<file path="config.mk">
export PLATFORM = sky130hd
export DESIGN_NAME = pmic_control_enable_regs
export DESIGN_NICKNAME = d
export VERILOG_FILES = /design/src/core/pmic_regs_pkg.sv /design/src/core/pmic_control_enable_regs.sv
export SDC_FILE = /design/constraint.sdc
export NUM_CORES = 1
export LEC_CHECK = 0
export ABC_AREA = 1
export BUFFER_PORTS_ARGS = -buffer_cell sky130_fd_sc_hd__buf_4
export CAP_MARGIN = 30
export CORE_MARGIN = 4
export CORE_UTILIZATION = 44
export CTS_CLUSTER_SIZE = 24
export DETAILED_ROUTE_END_ITERATION = 16
export PLACE_DENSITY = 0.87
export SYNTH_ARGS = -nofsm -noshare
export SYNTH_HDL_FRONTEND = slang
export SYNTH_SLANG_ARGS = --single-unit
</file>
<file path="constraint.sdc">
create_clock -name clk -period 1 [get_ports clk]
set_input_delay 0.1 -clock clk [delete_from_list [all_inputs] [get_ports clk]]
set_output_delay 0.1 -clock clk [all_outputs]
set_load 0.1 [all_outputs]
</file>
<file path="src/core/pmic_regs_pkg.sv">
// Purpose: Shared constants and types for the power-control register bank.
// Assumes: 8-bit sub-addresses and 8-bit register data.
// Notes: Offsets and field positions are used by the bank and its bench.
package pmic_regs_pkg;
  localparam logic [7:0] ADDR_POWER_CONTROL = 8'h06;
  localparam logic [7:0] ADDR_SUSPEND_RAIL_FLAGS = 8'h07;
  localparam logic [7:0] ADDR_UNLOCK_KEY = 8'h10;
  localparam logic [7:0] ADDR_BUCK_ENABLES = 8'h11;
  localparam logic [7:0] ADDR_SWITCH_OUTPUT_ENABLES = 8'h12;
  localparam logic [7:0] RESET_VALUE = 8'h00;
  localparam logic [7:0] READ_ZERO = 8'h00;
  localparam logic [7:0] UNLOCK_KEY_DEFAULT = 8'h5A;
  localparam int POWERFAIL_SHUTDOWN_EN_BIT = 1;
  localparam int COINCELL_MEASURE_START_BIT = 0;
  localparam int BUCK_F_BIT = 5;
  localparam int BUCK_E_BIT = 4;
  localparam logic [7:0] CONTROL_MASK = 8'h03;
  localparam logic [7:0] BUCK_MASK = 8'h3F;
  localparam logic [7:0] SWITCH_MASK = 8'h7F;
  localparam logic [7:0] SEQ_BUCK_MASK = 8'h1F;
  localparam logic [7:0] SEQ_SWITCH_MASK = 8'h03;

  typedef enum logic [1:0] {
    PWR_OFF,
    PWR_ACTIVE,
    PWR_SUSPEND
  } power_state_t;

  typedef struct packed {
    logic wr;
    logic rd;
    logic [7:0] addr;
    logic [7:0] wdata;
  } reg_req_t;

  typedef struct packed {
    logic power_up;
    logic power_down;
    logic suspend_enter;
    logic [7:0] buck_value;
    logic [7:0] switch_value;
  } seq_cmd_t;
endpackage

</file>
<file path="src/core/pmic_control_enable_regs.sv">
// Purpose: Control, flag, key and enable registers of the power manager.
// Assumes: Register requests arrive one cycle wide from the serial slave.
// Notes: Seal breaking happens elsewhere; this bank only reads its status.
//   A failing supply overrides both the sequencer and software in the same cycle.
//   The key opens exactly one following write, so a stray write closes it again.
//   Buck e and f clears by register write are refused once the seal is broken, not silently queued.
//   The measurement trigger reads back as 0 because it clears the cycle after.
`timescale 1ns/100ps
`default_nettype none
module pmic_control_enable_regs
  import pmic_regs_pkg::*;
#(
  parameter logic [7:0] UNLOCK_KEY_VALUE = UNLOCK_KEY_DEFAULT
) (
  input wire logic clk,
  input wire logic rst,
  input wire reg_req_t req,
  output logic [7:0] rdata,
  output logic rvalid,
  input wire seq_cmd_t seq,
  input wire logic powerfail_comp_out_n,
  input wire logic factory_seal_status,
  input wire logic [2:0] out_alt_select,
  output logic coincell_measure_start,
  output logic powerfail_shutdown,
  output power_state_t power_state,
  output logic [5:0] buck_enables,
  output logic [6:0] switch_output_enables,
  output logic [2:0] out_pin_out,
  output logic [2:0] out_pin_oe
);

  logic [1:0] control;
  logic [7:0] suspend_rail_flags;
  logic key_ok;
  logic [7:0] suspend_snapshot;
  logic shutdown_now;
  logic write_buck;
  logic write_switch;
  logic [5:0] next_buck;
  logic write_control;
  logic write_key;
  logic leaving_suspend;
  logic leaving_off;
  logic sequencer_step;
  logic [7:0] merged_buck;
  logic [7:0] merged_switch;
  logic [5:0] next_buck_enables;
  logic [6:0] next_switch_output_enables;
  logic [7:0] next_suspend_rail_flags;
  power_state_t next_power_state;

  // General-output level bits sit above the switch and linear enables.
  localparam int OUT_LEVEL_LSB = 4;
  localparam int OUT_COUNT = 3;

  function automatic logic [7:0] read_mux(input logic [7:0] addr, input logic [1:0] ctl,
      input logic [7:0] flags, input logic [5:0] bucks, input logic [6:0] sw);
    case (addr)
      ADDR_POWER_CONTROL: read_mux = {6'h00, ctl};
      ADDR_SUSPEND_RAIL_FLAGS: read_mux = flags;
      ADDR_UNLOCK_KEY: read_mux = READ_ZERO;
      ADDR_BUCK_ENABLES: read_mux = {2'h0, bucks};
      ADDR_SWITCH_OUTPUT_ENABLES: read_mux = {1'h0, sw};
      default: read_mux = READ_ZERO;
    endcase
  endfunction

  // Every write strobe below decodes its own sub-address through this one helper.
  function automatic logic write_hit(input reg_req_t r, input logic [7:0] addr);
    write_hit = r.wr && r.addr == addr;
  endfunction

  // The sequencer owns only the bits in its mask; software keeps the rest.
  function automatic logic [7:0] seq_merge(input logic [7:0] cur, input logic [7:0] value,
      input logic [7:0] mask);
    seq_merge = (cur & ~mask) | (value & mask);
  endfunction

  // The comparator is active low, so a low level while armed forces OFF.
  assign shutdown_now = control[POWERFAIL_SHUTDOWN_EN_BIT] && !powerfail_comp_out_n;
  assign write_control = write_hit(req, ADDR_POWER_CONTROL);
  assign write_key = write_hit(req, ADDR_UNLOCK_KEY);
  assign write_buck = write_hit(req, ADDR_BUCK_ENABLES) && key_ok;
  assign write_switch = write_hit(req, ADDR_SWITCH_OUTPUT_ENABLES) && key_ok;
  // A power-up that loses to a shutdown in the same cycle never happened, so it
  // must not disturb the enables or the flags either.
  assign sequencer_step = (seq.power_up || seq.power_down) && !shutdown_now;
  assign leaving_suspend = seq.power_up && power_state == PWR_SUSPEND && !shutdown_now;
  assign leaving_off = seq.power_up && power_state == PWR_OFF && !shutdown_now;

  // A cleared bit for bucks e and f is accepted only while the seal is fresh.
  always_comb begin
    next_buck = req.wdata[5:0];
    if (factory_seal_status) begin
      next_buck[BUCK_F_BIT] = req.wdata[BUCK_F_BIT] | buck_enables[BUCK_F_BIT];
      next_buck[BUCK_E_BIT] = req.wdata[BUCK_E_BIT] | buck_enables[BUCK_E_BIT];
    end
  end

  // The trigger bit is stored for one cycle only, so a read never sees it stuck high.
  always_ff @(posedge clk or posedge rst) begin
    if (rst) begin
      control <= 2'h0;
    end else if (write_control) begin
      control[POWERFAIL_SHUTDOWN_EN_BIT] <= req.wdata[POWERFAIL_SHUTDOWN_EN_BIT];
      control[COINCELL_MEASURE_START_BIT] <= req.wdata[COINCELL_MEASURE_START_BIT];
    end else begin
      control[COINCELL_MEASURE_START_BIT] <= 1'b0;
    end
  end

  // One-cycle trigger to the measurement engine; a written 0 never fires it.
  always_ff @(posedge clk or posedge rst) begin
    if (rst) begin
      coincell_measure_start <= 1'b0;
    end else begin
      coincell_measure_start <= write_control && req.wdata[COINCELL_MEASURE_START_BIT];
    end
  end

  // Key access holds only for the very next register write.
  always_ff @(posedge clk or posedge rst) begin
    if (rst) begin
      key_ok <= 1'b0;
    end else if (req.wr) begin
      key_ok <= write_key && req.wdata == UNLOCK_KEY_VALUE;
    end
  end

  // Shutdown is checked first so that a sequencer request cannot revive a failing supply.
  always_comb begin
    next_power_state = power_state;
    if (shutdown_now) begin
      next_power_state = PWR_OFF;
    end else begin
      case (power_state)
        PWR_OFF: begin
          if (seq.power_up) begin
            next_power_state = PWR_ACTIVE;
          end
        end
        PWR_ACTIVE: begin
          if (seq.power_down) begin
            next_power_state = PWR_OFF;
          end else if (seq.suspend_enter) begin
            next_power_state = PWR_SUSPEND;
          end
        end
        PWR_SUSPEND: begin
          if (seq.power_up) begin
            next_power_state = PWR_ACTIVE;
          end else if (seq.power_down) begin
            next_power_state = PWR_OFF;
          end
        end
        default: next_power_state = PWR_OFF;
      endcase
    end
  end

  always_ff @(posedge clk or posedge rst) begin
    if (rst) begin
      power_state <= PWR_OFF;
    end else begin
      power_state <= next_power_state;
    end
  end

  // Registered so that the shutdown report lines up with the rails already being off.
  // The report rises at the same edge that clears the enables.
  always_ff @(posedge clk or posedge rst) begin
    if (rst) begin
      powerfail_shutdown <= 1'b0;
    end else begin
      powerfail_shutdown <= shutdown_now;
    end
  end

  // Enabled outputs are those released high, so the level bit itself is the snapshot.
  assign suspend_snapshot = {switch_output_enables[6:4], switch_output_enables[0],
                             buck_enables[3:0]};

  // The snapshot is taken from the enables as they stood through the suspend, before
  // the sequencer rewrites them at the same edge.
  always_comb begin
    next_suspend_rail_flags = suspend_rail_flags;
    if (leaving_suspend) begin
      next_suspend_rail_flags = suspend_snapshot;
    end else if (leaving_off) begin
      next_suspend_rail_flags = RESET_VALUE;
    end
  end

  always_ff @(posedge clk or posedge rst) begin
    if (rst) begin
      suspend_rail_flags <= RESET_VALUE;
    end else begin
      suspend_rail_flags <= next_suspend_rail_flags;
    end
  end

  // Shutdown beats the sequencer, which beats a register write in the same cycle.
  assign merged_buck = seq_merge({2'h0, buck_enables}, seq.buck_value, SEQ_BUCK_MASK);
  always_comb begin
    next_buck_enables = buck_enables;
    if (shutdown_now) begin
      next_buck_enables = 6'h00;
    end else if (sequencer_step) begin
      next_buck_enables = merged_buck[5:0];
    end else if (write_buck) begin
      next_buck_enables = next_buck & BUCK_MASK[5:0];
    end
  end

  always_ff @(posedge clk or posedge rst) begin
    if (rst) begin
      buck_enables <= 6'h00;
    end else begin
      buck_enables <= next_buck_enables;
    end
  end

  // A shutdown leaves the general-output levels alone; they are not supply rails.
  assign merged_switch = seq_merge({1'h0, switch_output_enables}, seq.switch_value,
                                   SEQ_SWITCH_MASK);
  always_comb begin
    next_switch_output_enables = switch_output_enables;
    if (shutdown_now) begin
      next_switch_output_enables = {switch_output_enables[6:4], 4'h0};
    end else if (sequencer_step) begin
      next_switch_output_enables = merged_switch[6:0];
    end else if (write_switch) begin
      next_switch_output_enables = req.wdata[6:0] & SWITCH_MASK[6:0];
    end
  end

  always_ff @(posedge clk or posedge rst) begin
    if (rst) begin
      switch_output_enables <= 7'h00;
    end else begin
      switch_output_enables <= next_switch_output_enables;
    end
  end

  // Open-drain outputs: 0 pulls low, 1 releases; alternate function releases too.
  // The pad never drives high, so a released output rests at its external pull-up.
  generate
    for (genvar i = 0; i < OUT_COUNT; i++) begin : g_open_drain
      always_ff @(posedge clk or posedge rst) begin
        if (rst) begin
          out_pin_out[i] <= 1'b0;
          out_pin_oe[i] <= 1'b0;
        end else begin
          out_pin_out[i] <= 1'b0;
          out_pin_oe[i] <= !switch_output_enables[OUT_LEVEL_LSB + i] &&
                           !out_alt_select[i];
        end
      end
    end
  endgenerate

  // Reads are registered so that rdata stands until the next read; writes never
  // disturb it, which lets a slow serial slave pick the byte up at leisure.
  always_ff @(posedge clk or posedge rst) begin
    if (rst) begin
      rdata <= RESET_VALUE;
      rvalid <= 1'b0;
    end else begin
      rvalid <= req.rd;
      if (req.rd) begin
        rdata <= read_mux(req.addr, control, suspend_rail_flags, buck_enables,
                          switch_output_enables);
      end
    end
  end

endmodule
`default_nettype wire

</file>
* After elaboration in Yosys (flattened, before gate mapping)
Index checks and enable logic that the tools add are counted.
** Word-level totals
- Flip-flop bits (word level) :: 40
- Bits of input ports :: 44
- Output and inout port bits :: 32
** Operators by class
- Equal/unequal tests :: 11
- Muxes and demuxes :: 18
- Bitwise logic cells :: 5
- Reduce and logical (&&, ||, !) cells :: 33
** Operators by type and width (count)
- $pmux 8 s4 :: 1
- $eq 8x5->1 const B :: 3
- $mux 6 :: 3
- $logic_and 1x1->1 :: 17
- $eq 8x3->1 const B :: 2
- $mux 8 :: 2
- $mux 2 :: 7
- $mux 7 :: 2
- $eq 8x7->1 const B :: 1
- $logic_not 1->1 :: 8
- $ne 4x4->1 const B :: 2
- $or 7x2->7 :: 1
- $or 6x5->6 :: 1
- $pmux 2 s3 :: 1
- $reduce_bool 3->1 :: 2
- $mux 4 :: 1
- $reduce_bool 2->1 :: 2
- $ne 3x3->1 const B :: 1
- $reduce_and 3->1 :: 1
- $eq 2x1->1 const B :: 1
- $eq 2x2->1 const B :: 1
- $logic_not 2->1 :: 1
- $or 1x1->1 :: 2
- $reduce_and 2->1 :: 1
- other kinds (3) :: 3

* Longest topological paths before layout
Gate-level depths: netlist of the first run.
- Word-level depth :: 6
- Depth in mapped cells :: 9

* Worst setup path before layout of the first run
OpenSTA, ideal clock, no wires.
- Path type :: reg2reg
- From :: register power_state[1]
- To :: register power_state[1]
- Setup time :: 110 ps
- Arrival time :: 1457 ps
- Required time :: 890 ps
- Path slack :: -568 ps
- Stages on the path, launching flop included :: 3
- Path buffers :: 0
- Cells stage by stage :: dfrtp_1 > inv_1 > o41ai_1
** Between the ends
- Word-level cells in the longest chain between the ends :: 3
- Elaborated cells on any way between the ends :: 9
** Ends and longest elaborated chain
- start, declared :: line pmic_control_enable_regs.sv:26 : output power_state_t power_state,
- start signal, assigned :: line pmic_control_enable_regs.sv:166 : power_state <= next_power_state;
- $eq 2x2->1 (tied with other cells) :: line pmic_control_enable_regs.sv:137 : case (power_state)
- $ne 4x4->1 (no source line) (tied with other cells)
- $reduce_and 3->1 (no source line) or $mux 2 (tied branches)
Several ways; a longest one is shown, not always the timed one.
A chain may end at the register's enable or synchronous reset.

* Worst setup path after layout of the first run
- From :: register control[1]
- To :: register buck_enables[0]
** Between the ends
- Word-level cells in the longest chain between the ends :: 5
- Elaborated cells on any way between the ends :: 6
** Ends and longest elaborated chain
- start, declared :: line pmic_control_enable_regs.sv:33 : logic [1:0] control;
- start signal, assigned by index :: line pmic_control_enable_regs.sv:106 : control[POWERFAIL_SHUTDOWN_EN_BIT] <= req.wdata[POWERFAIL_SHUTDOWN_EN_BIT];
- start signal, assigned by index :: line pmic_control_enable_regs.sv:107 : control[COINCELL_MEASURE_START_BIT] <= req.wdata[COINCELL_MEASURE_START_BIT];
- $logic_and 1x1->1 * :: line pmic_control_enable_regs.sv:81 : assign shutdown_now = control[POWERFAIL_SHUTDOWN_EN_BIT] && !powerfail_comp_out_n;
- named net shutdown_now :: line pmic_control_enable_regs.sv:37 : logic shutdown_now;
- $logic_not 1->1 :: line pmic_control_enable_regs.sv:88 : assign sequencer_step = (seq.power_up || seq.power_down) && !shutdown_now;
- $logic_and 1x1->1 :: line pmic_control_enable_regs.sv:88
- $mux 6 :: line pmic_control_enable_regs.sv:209 : end else if (sequencer_step) begin
- $mux 6 :: line pmic_control_enable_regs.sv:207 : if (shutdown_now) begin
- end signal, assigned :: line pmic_control_enable_regs.sv:220 : buck_enables <= next_buck_enables;
- end, declared :: line pmic_control_enable_regs.sv:27 : output logic [5:0] buck_enables,
The timed path passes the listed nets; every way through them passes the cells marked *.

==> results of run 1 <==
-- logic make-up after synthesis --
family	after synthesis	share of synthesized area (%)
buffers and inverters	36	7.65
AOI/OAI and AO/OA	36	10.1
and+or+nand+nor	138	34.3
other	1	0.183
DFF	39	47.7
-- worst paths after layout --
check / startpoint / endpoint / cells after the start / slack [ns]
max: control[1]$_DFFE_PP0P_ / buck_enables[0]$_DFFE_PP0P_ / 8 / -0.35
min: req[5] / switch_output_enables[5]$_DFFE_PP0P_ / 3 / 0.01
max reg2reg: control[1]$_DFFE_PP0P_ / buck_enables[0]$_DFFE_PP0P_ / 8 / -0.35
min reg2reg: key_ok$_DFFE_PP0P_ / key_ok$_DFFE_PP0P_ / 2 / 0.52
max in group asynchronous: rst / switch_output_enables[2]$_DFFE_PP0P_ / 4 / 0.37
min in group asynchronous: rst / rdata[7]$_DFFE_PP0P_ / 4 / 0.40
-- through the flow --
step / utilization [%] / hold WS (ns) / worst slack (ns) / total power [mW] / instances
after floorplan: - / 0.131 / -0.153 / 2.30 / 252
after global placement: 66.3 / 0.177 / -0.121 / 2.60 / 383
after detailed placement: 66.3 / 0.190 / -0.211 / 2.61 / 383
after CTS: 81.9 / 0.0145 / -0.205 / 3.86 / 419
after global routing: 89.2 / 0.0241 / -0.382 / 4.16 / 430
final: 89.2 / 0.0142 / -0.346 / 4.05 / 430
-- report_power, final --
| part | internal (mW) | total [mW] | switching, mW |
|---|---|---|---|
| sequential | 1.64 | 1.70 | 0.0626 |
| clock | 0.478 | 1.11 | 0.631 |
| combinational | 0.480 | 1.24 | 0.759 |
| total | 2.60 | 4.05 | 1.45 |
-- flip-flops by register name, summed over array words and instances (netlist names) --
| register | count |
|---|---|
| rvalid | 1 |
| key_ok | 1 |
| power_state | 2 |
| switch_output_enables | 7 |
| suspend_rail_flags | 8 |
| out_pin_oe | 3 |
| rdata | 8 |
| powerfail_shutdown | 1 |
| buck_enables | 6 |
| control | 2 |
-- per-layer routing --
layer / wire (um) / up-vias
li1: - / 1059
met1: 3270 / 1253
met2: 4750 / 219
met3: 901 / 65
met4: 543 / 0
met5: 0 / -
-- area by class of cell --
| cell class | instances | area, um2 |
|---|---|---|
| repair buffers | 123 | 1390 |
| multi-input cells | 178 | 1220 |
| flip-flops and latches | 39 | 1050 |
| fillers | 182 | 477 |
| inverters | 30 | 128 |
| clock buffers | 5 | 68.8 |
| well taps | 52 | 65.1 |
| clock inverters | 3 | 15.0 |
-- cells in the mapped netlist --
cell	n	area, um2
o31ai_1	1	7.51
nand3_1	37	185
inv_4	1	6.26
dfrtp_1	39	976
o21ai_2	5	43.8
nor2_2	3	18.8
nor3_1	2	10.0
nand2_4	1	11.3
conb_1	1	3.75
nand4_1	1	6.26
nand2_8	1	20.0
nor2_4	7	78.8
o21ai_0	17	85.1
clkinv_4	1	8.76
nor2_8	1	20.0
a21oi_1	2	10.0
o41ai_1	1	8.76
nor4_1	1	6.26
buf_2	2	10.0
nand2_1	62	233
nor2_1	10	37.5
o21ai_1	9	45.0
buf_4	3	22.5
inv_1	20	75.1
nand2_2	12	75.1
o22ai_1	1	6.26
inv_2	7	26.3
clkinv_1	1	3.75
clkbuf_1	1	3.75
-- repair_timing --
item,4_1_cts,5_1_grt
hold endpoints to repair,44,0
resized for setup,89,57
setup endpoints to repair,52,58
setup buffers,21,11
hold buffers,6,0
gates cloned,1,1
pin swaps,9,22
-- worst reg2reg max path: stages, from the launching register on --
cell	delay (ns)
dfrtp_1	0.40
inv_2	0.09
nor2_4	0.06
buf_6	0.13
nor2_8	0.20
buf_12	0.16
nand2_8	0.07
nand2_2	0.09
o21ai_2	0.05
==> reports/qor.txt, run 1 <==
Netlist cell types = 29
Mapped Area = 0.00204 mm2
Yosys warns = 0
Worst vdd ir = 0.000809 V
Top delay family on crit path = simple AND/OR/NAND/NOR gates
Critical path startpoint category = flop
CTS Root Cell = clkbuf_8
Routing usage on met2 = 47.4%
CTS sink count = 39
# port buffers = 63
Final max-slew violation count = 0
Tmin final = 1.35 ns
Synth-to-Final Area Change = 92.6%
Post-DP HPWL = 4.49 mm
Max Cap Viol = 0
Routed length per instance = 22.0 um
Hold WC Path Type = in -> reg
Clk_skew = 0.00971 ns
Die Y = 76.2 um
Worst skew pair latency = 0.32 ns
Max stage delay cell, worst path = dfrtp_1
Number of buffers created by CTS = 5
Seq/Total Area, Yosys = 47.7%
GPL Wtd Cong = 0.855
Synthesized area per cell = 8.18 um2
Met1 Track Usage GR = 31.9%
Vias in the first global route = 2,457
Crit path kind = reg -> reg
CTS H-tree lvls = 2
Worst-case clock buffer depth = 2
Starting density of the core = 46.3%
Final Hold Viols = 0
Largest net degree at the start of global routing = 40
Antenna-violating nets left = 0
IO Pins = 76
DR vias = 2,596
Final worst setup slack = -0.346 ns
PwrDens = 1030 mW/mm2
Vias per std cell = 6.04
# diodes = 0
Flops & latches, synth = 39
Grt ovf = 0
Worst EP required = 1.21 ns
Max incr delay on CP = 0.40 ns
Number of DRC markers in iteration 0 = 340
Max Fclk = 743 MHz
Fin crit share = 135%
Clk slew on worst S/H paths = 0.09 ns
Leak = 1.87 nW
Post-synthesis instance total = 250
Failing checks = negative setup slack
Design Area, Final = 0.00394 mm2
Crit path capture type = flop
WP buf/inv = 3
Antenna violations before repair = 0
Detailed-route wire length = 9.46 mm
CP Cell Sequence = inv_2, nor2_4, buf_6, nor2_8, buf_12, nand2_8, nand2_2, o21ai_2
Status = finished with violations
Final nets = 421
Die area = 0.00580 mm2
RSZ-0062 raised after global routing = yes
First-pass GRT wire length = 12.7 mm
Placed Area = 0.00293 mm2
Setup violations, final = 52
Die X = 76.2 um
TNS Setup = -8.23 ns
Total Routing Usage GR = 27.6%
Layout cells sized above 1 = 65.9%
GRT busiest layer = met2
Drt first pass iters = 5
Arr. time, crit path = 1.56 ns
Met3 usage = 6.15%
Highest-count cells in the layout ignoring fill and taps = 68 x buf_4, 47 x nand2_1, 28 x buf_12, 23 x nand3_2, 21 x nand2_2
Post-route DRC = 0
CTS tree = yes
Rows = 24
Core Box Area = 0.00441 mm2
Commonest non-fill, non-tap cell in the layout = buf_4
Crit-path max FO = 5
Power figures use the tool's default switching activity.
==> run 2, diff against run 1 <==
--- a/config.mk
+++ b/config.mk
@@ -8,8 +8,8 @@
 export ABC_AREA = 1
 export BUFFER_PORTS_ARGS = -buffer_cell sky130_fd_sc_hd__buf_4
 export CAP_MARGIN = 30
-export CORE_MARGIN = 4
-export CORE_UTILIZATION = 44
+export CORE_MARGIN = 10
+export CORE_UTILIZATION = 46
 export CTS_CLUSTER_SIZE = 24
 export DETAILED_ROUTE_END_ITERATION = 16
 export PLACE_DENSITY = 0.87
==> constraint.sdc (replaced) <==
create_clock -name clk -period 1.7 [get_ports clk]
set_input_delay 0.17 -clock clk [delete_from_list [all_inputs] [get_ports clk]]
set_output_delay 0.17 -clock clk [all_outputs]
set_load 0.1 [all_outputs]
==> run 2 against run 1 <==
  * The flow finishes with violations (negative hold slack)
  * Clock power down 49%
  * Clock skew down 0.0055 ns
  * Critical endpoint is now suspend_rail_flags[1]$_DFFE_PP0P_
  * Combinational power down 62%
  * Setup slack better by 0.59 ns
==> reports/qor.txt, run 2 (synthesis gave the netlist of run 1 again) <==
Status = finished with violations
Failing checks = negative hold slack
Core Box Area = 0.00432 mm2
Leak = 1.38 nW
Grt ovf = 0
Resize count post-CTS = 0
Worst EP required = 1.91 ns
Fin Hold WS = -0.00188 ns
Rows = 24
Fillcell total = 412
Die Y = 86.7 um
Number of DRC markers in iteration 0 = 87
Layout cells sized above 1 = 34.2%
Finished Core Util = 60.9%
GPL Wtd Cong = 0.867
Worst-case clock buffer depth = 2
Arr. time, crit path = 1.66 ns
Fin crit share = 85.8%
Die area = 0.00751 mm2
Clk_skew = 0.00425 ns
Post-DP HPWL = 4.47 mm
Commonest non-fill, non-tap cell in the layout = buf_4
Critical path startpoint category = flop
Placed insts = 362
Max Cap Viol = 0
Vias per std cell = 4.96
Max Fclk = 686 MHz
CTS H-tree lvls = 2
Synth-to-Final Area Change = 28.8%
Crit path kind = reg -> reg
Part of the power in registers = 48.6%
Hold WC Path Type = in -> async
Total Routing Usage GR = 15.3%
Post-route DRC = 0
Post-CTS Setup Repair Bufs = 0
Largest net degree at the start of global routing = 40
Drt first pass iters = 4
Vias in the first global route = 1,961
CTS tree = yes
Number of buffers created by CTS = 5
Final max-slew violation count = 0
Clk slew on worst S/H paths = 0.07 ns
Highest-count cells in the layout ignoring fill and taps = 64 x buf_4, 62 x nand2_1, 39 x dfrtp_1, 37 x nand3_1, 20 x inv_1
IO Pins = 76
Power share of the combinational group = 23.3%
TNS Setup = 0 ns
Pint = 1.35 mW
CTS Hold Bufs = 0
Antenna violations before repair = 0
Largest registers = rdata: 8 flops, suspend_rail_flags: 8 flops, switch_output_enables: 7 flops
Tmin final = 1.46 ns
Setup violations, final = 0
Final nets = 361
DR vias = 1,825
Detailed-route wire length = 5.40 mm
CTS Root Cell = clkbuf_8
# diodes = 0
# port buffers = 63
Routed length per instance = 14.7 um
Die X = 86.7 um
Clock Power Share = 28.1%
First-pass GRT wire length = 9.28 mm
Worst skew pair latency = 0.29 ns
Crit-path max FO = 11
Final Hold Viols = 6
Crit path capture type = flop
RSZ-0062 raised after global routing = no
Reg-to-reg slack, setup = 0.24 ns
CTS sink count = 39
Worst vdd ir = 0.000592 V
Sw Ratio = 33.0%
PwrDens = 763 mW/mm2
Final instance count without filler cells = 368
Antenna-violating nets left = 0
Starting density of the core = 47.3%
NetSw = 0.663 mW
==> run 2: changes by cell type in the layout (fill, tap and decap cells not counted), moves of 12 or more <==
cell / change
buf_12: -28
nand3_1: +25
dfrtp_1: +24
nand3_2: -23
buf_6: -18
dfrtp_4: -16
nand2_1: +15
o21ai_2: -13
o21ai_0: +12
==> run 2: layout make-up <==
class,count,area [um2],share of cell area [%]
well taps,52,65.1,2.47
inverters,30,120,4.56
multi-input cells,177,920,34.9
clock buffers,6,72.6,2.76
flip-flops and latches,39,976,37.1
repair buffers,64,480,18.2
==> run 2: power groups by stage <==
stage,Clock (mW),Sequential (mW),Combinational [mW]
after detailed placement,0,0.994,0.471
final,0.565,0.977,0.467
after global routing,0.606,0.980,0.498
after CTS,0.577,0.977,0.471
after floorplan,0,1.16,0.165
after global placement,0,0.993,0.464
==> run 2: worst max-delay path, cell delays in order, from the launching register on <==
cell,delay (ns)
dfrtp_1,0.41
inv_2,0.09
nor2_4,0.06
inv_2,0.16
nand2_2,0.16
nor2_4,0.16
nand2_1,0.14
o21ai_0,0.19
==> run 2: path summary, 6_finish.rpt <==
path / start / end / depth (start not counted)
worst max-delay path: control[1]$_DFFE_PP0P_ / suspend_rail_flags[1]$_DFFE_PP0P_ / 7
worst min-delay path: rst / out_pin_oe[2]$_DFF_PP0_ / 3
worst max register to register: control[1]$_DFFE_PP0P_ / suspend_rail_flags[1]$_DFFE_PP0P_ / 7
worst min register to register: rdata[4]$_DFFE_PP0P_ / rdata[4]$_DFFE_PP0P_ / 2
max in group asynchronous: rst / rdata[2]$_DFFE_PP0P_ / 3
min in group clk: out_alt_select[2] / out_pin_oe[2]$_DFF_PP0_ / 2
==> run 2: metal layers <==
metal | up-vias | GRT usage, % | routed length, um
met5 | - | 0 | 0
met4 | 0 | 4.27 | 59
met3 | 6 | 6.10 | 459
met2 | 56 | 25.1 | 2610
met1 | 831 | 17.9 | 2260
li1 | 932 | - | -
==> run 2: stage by stage <==
stage	cell area [um2]	hold slack [ns]	worst slack (ns)	power (mW)
after floorplan	2050	0.201	0.132	1.32
after global placement	2560	0.315	0.308	1.46
after detailed placement	2560	0.319	0.258	1.47
after CTS	2630	0.00976	0.246	2.03
after global routing	2630	0.00490	0.116	2.08
final	2630	-0.00188	0.242	2.01
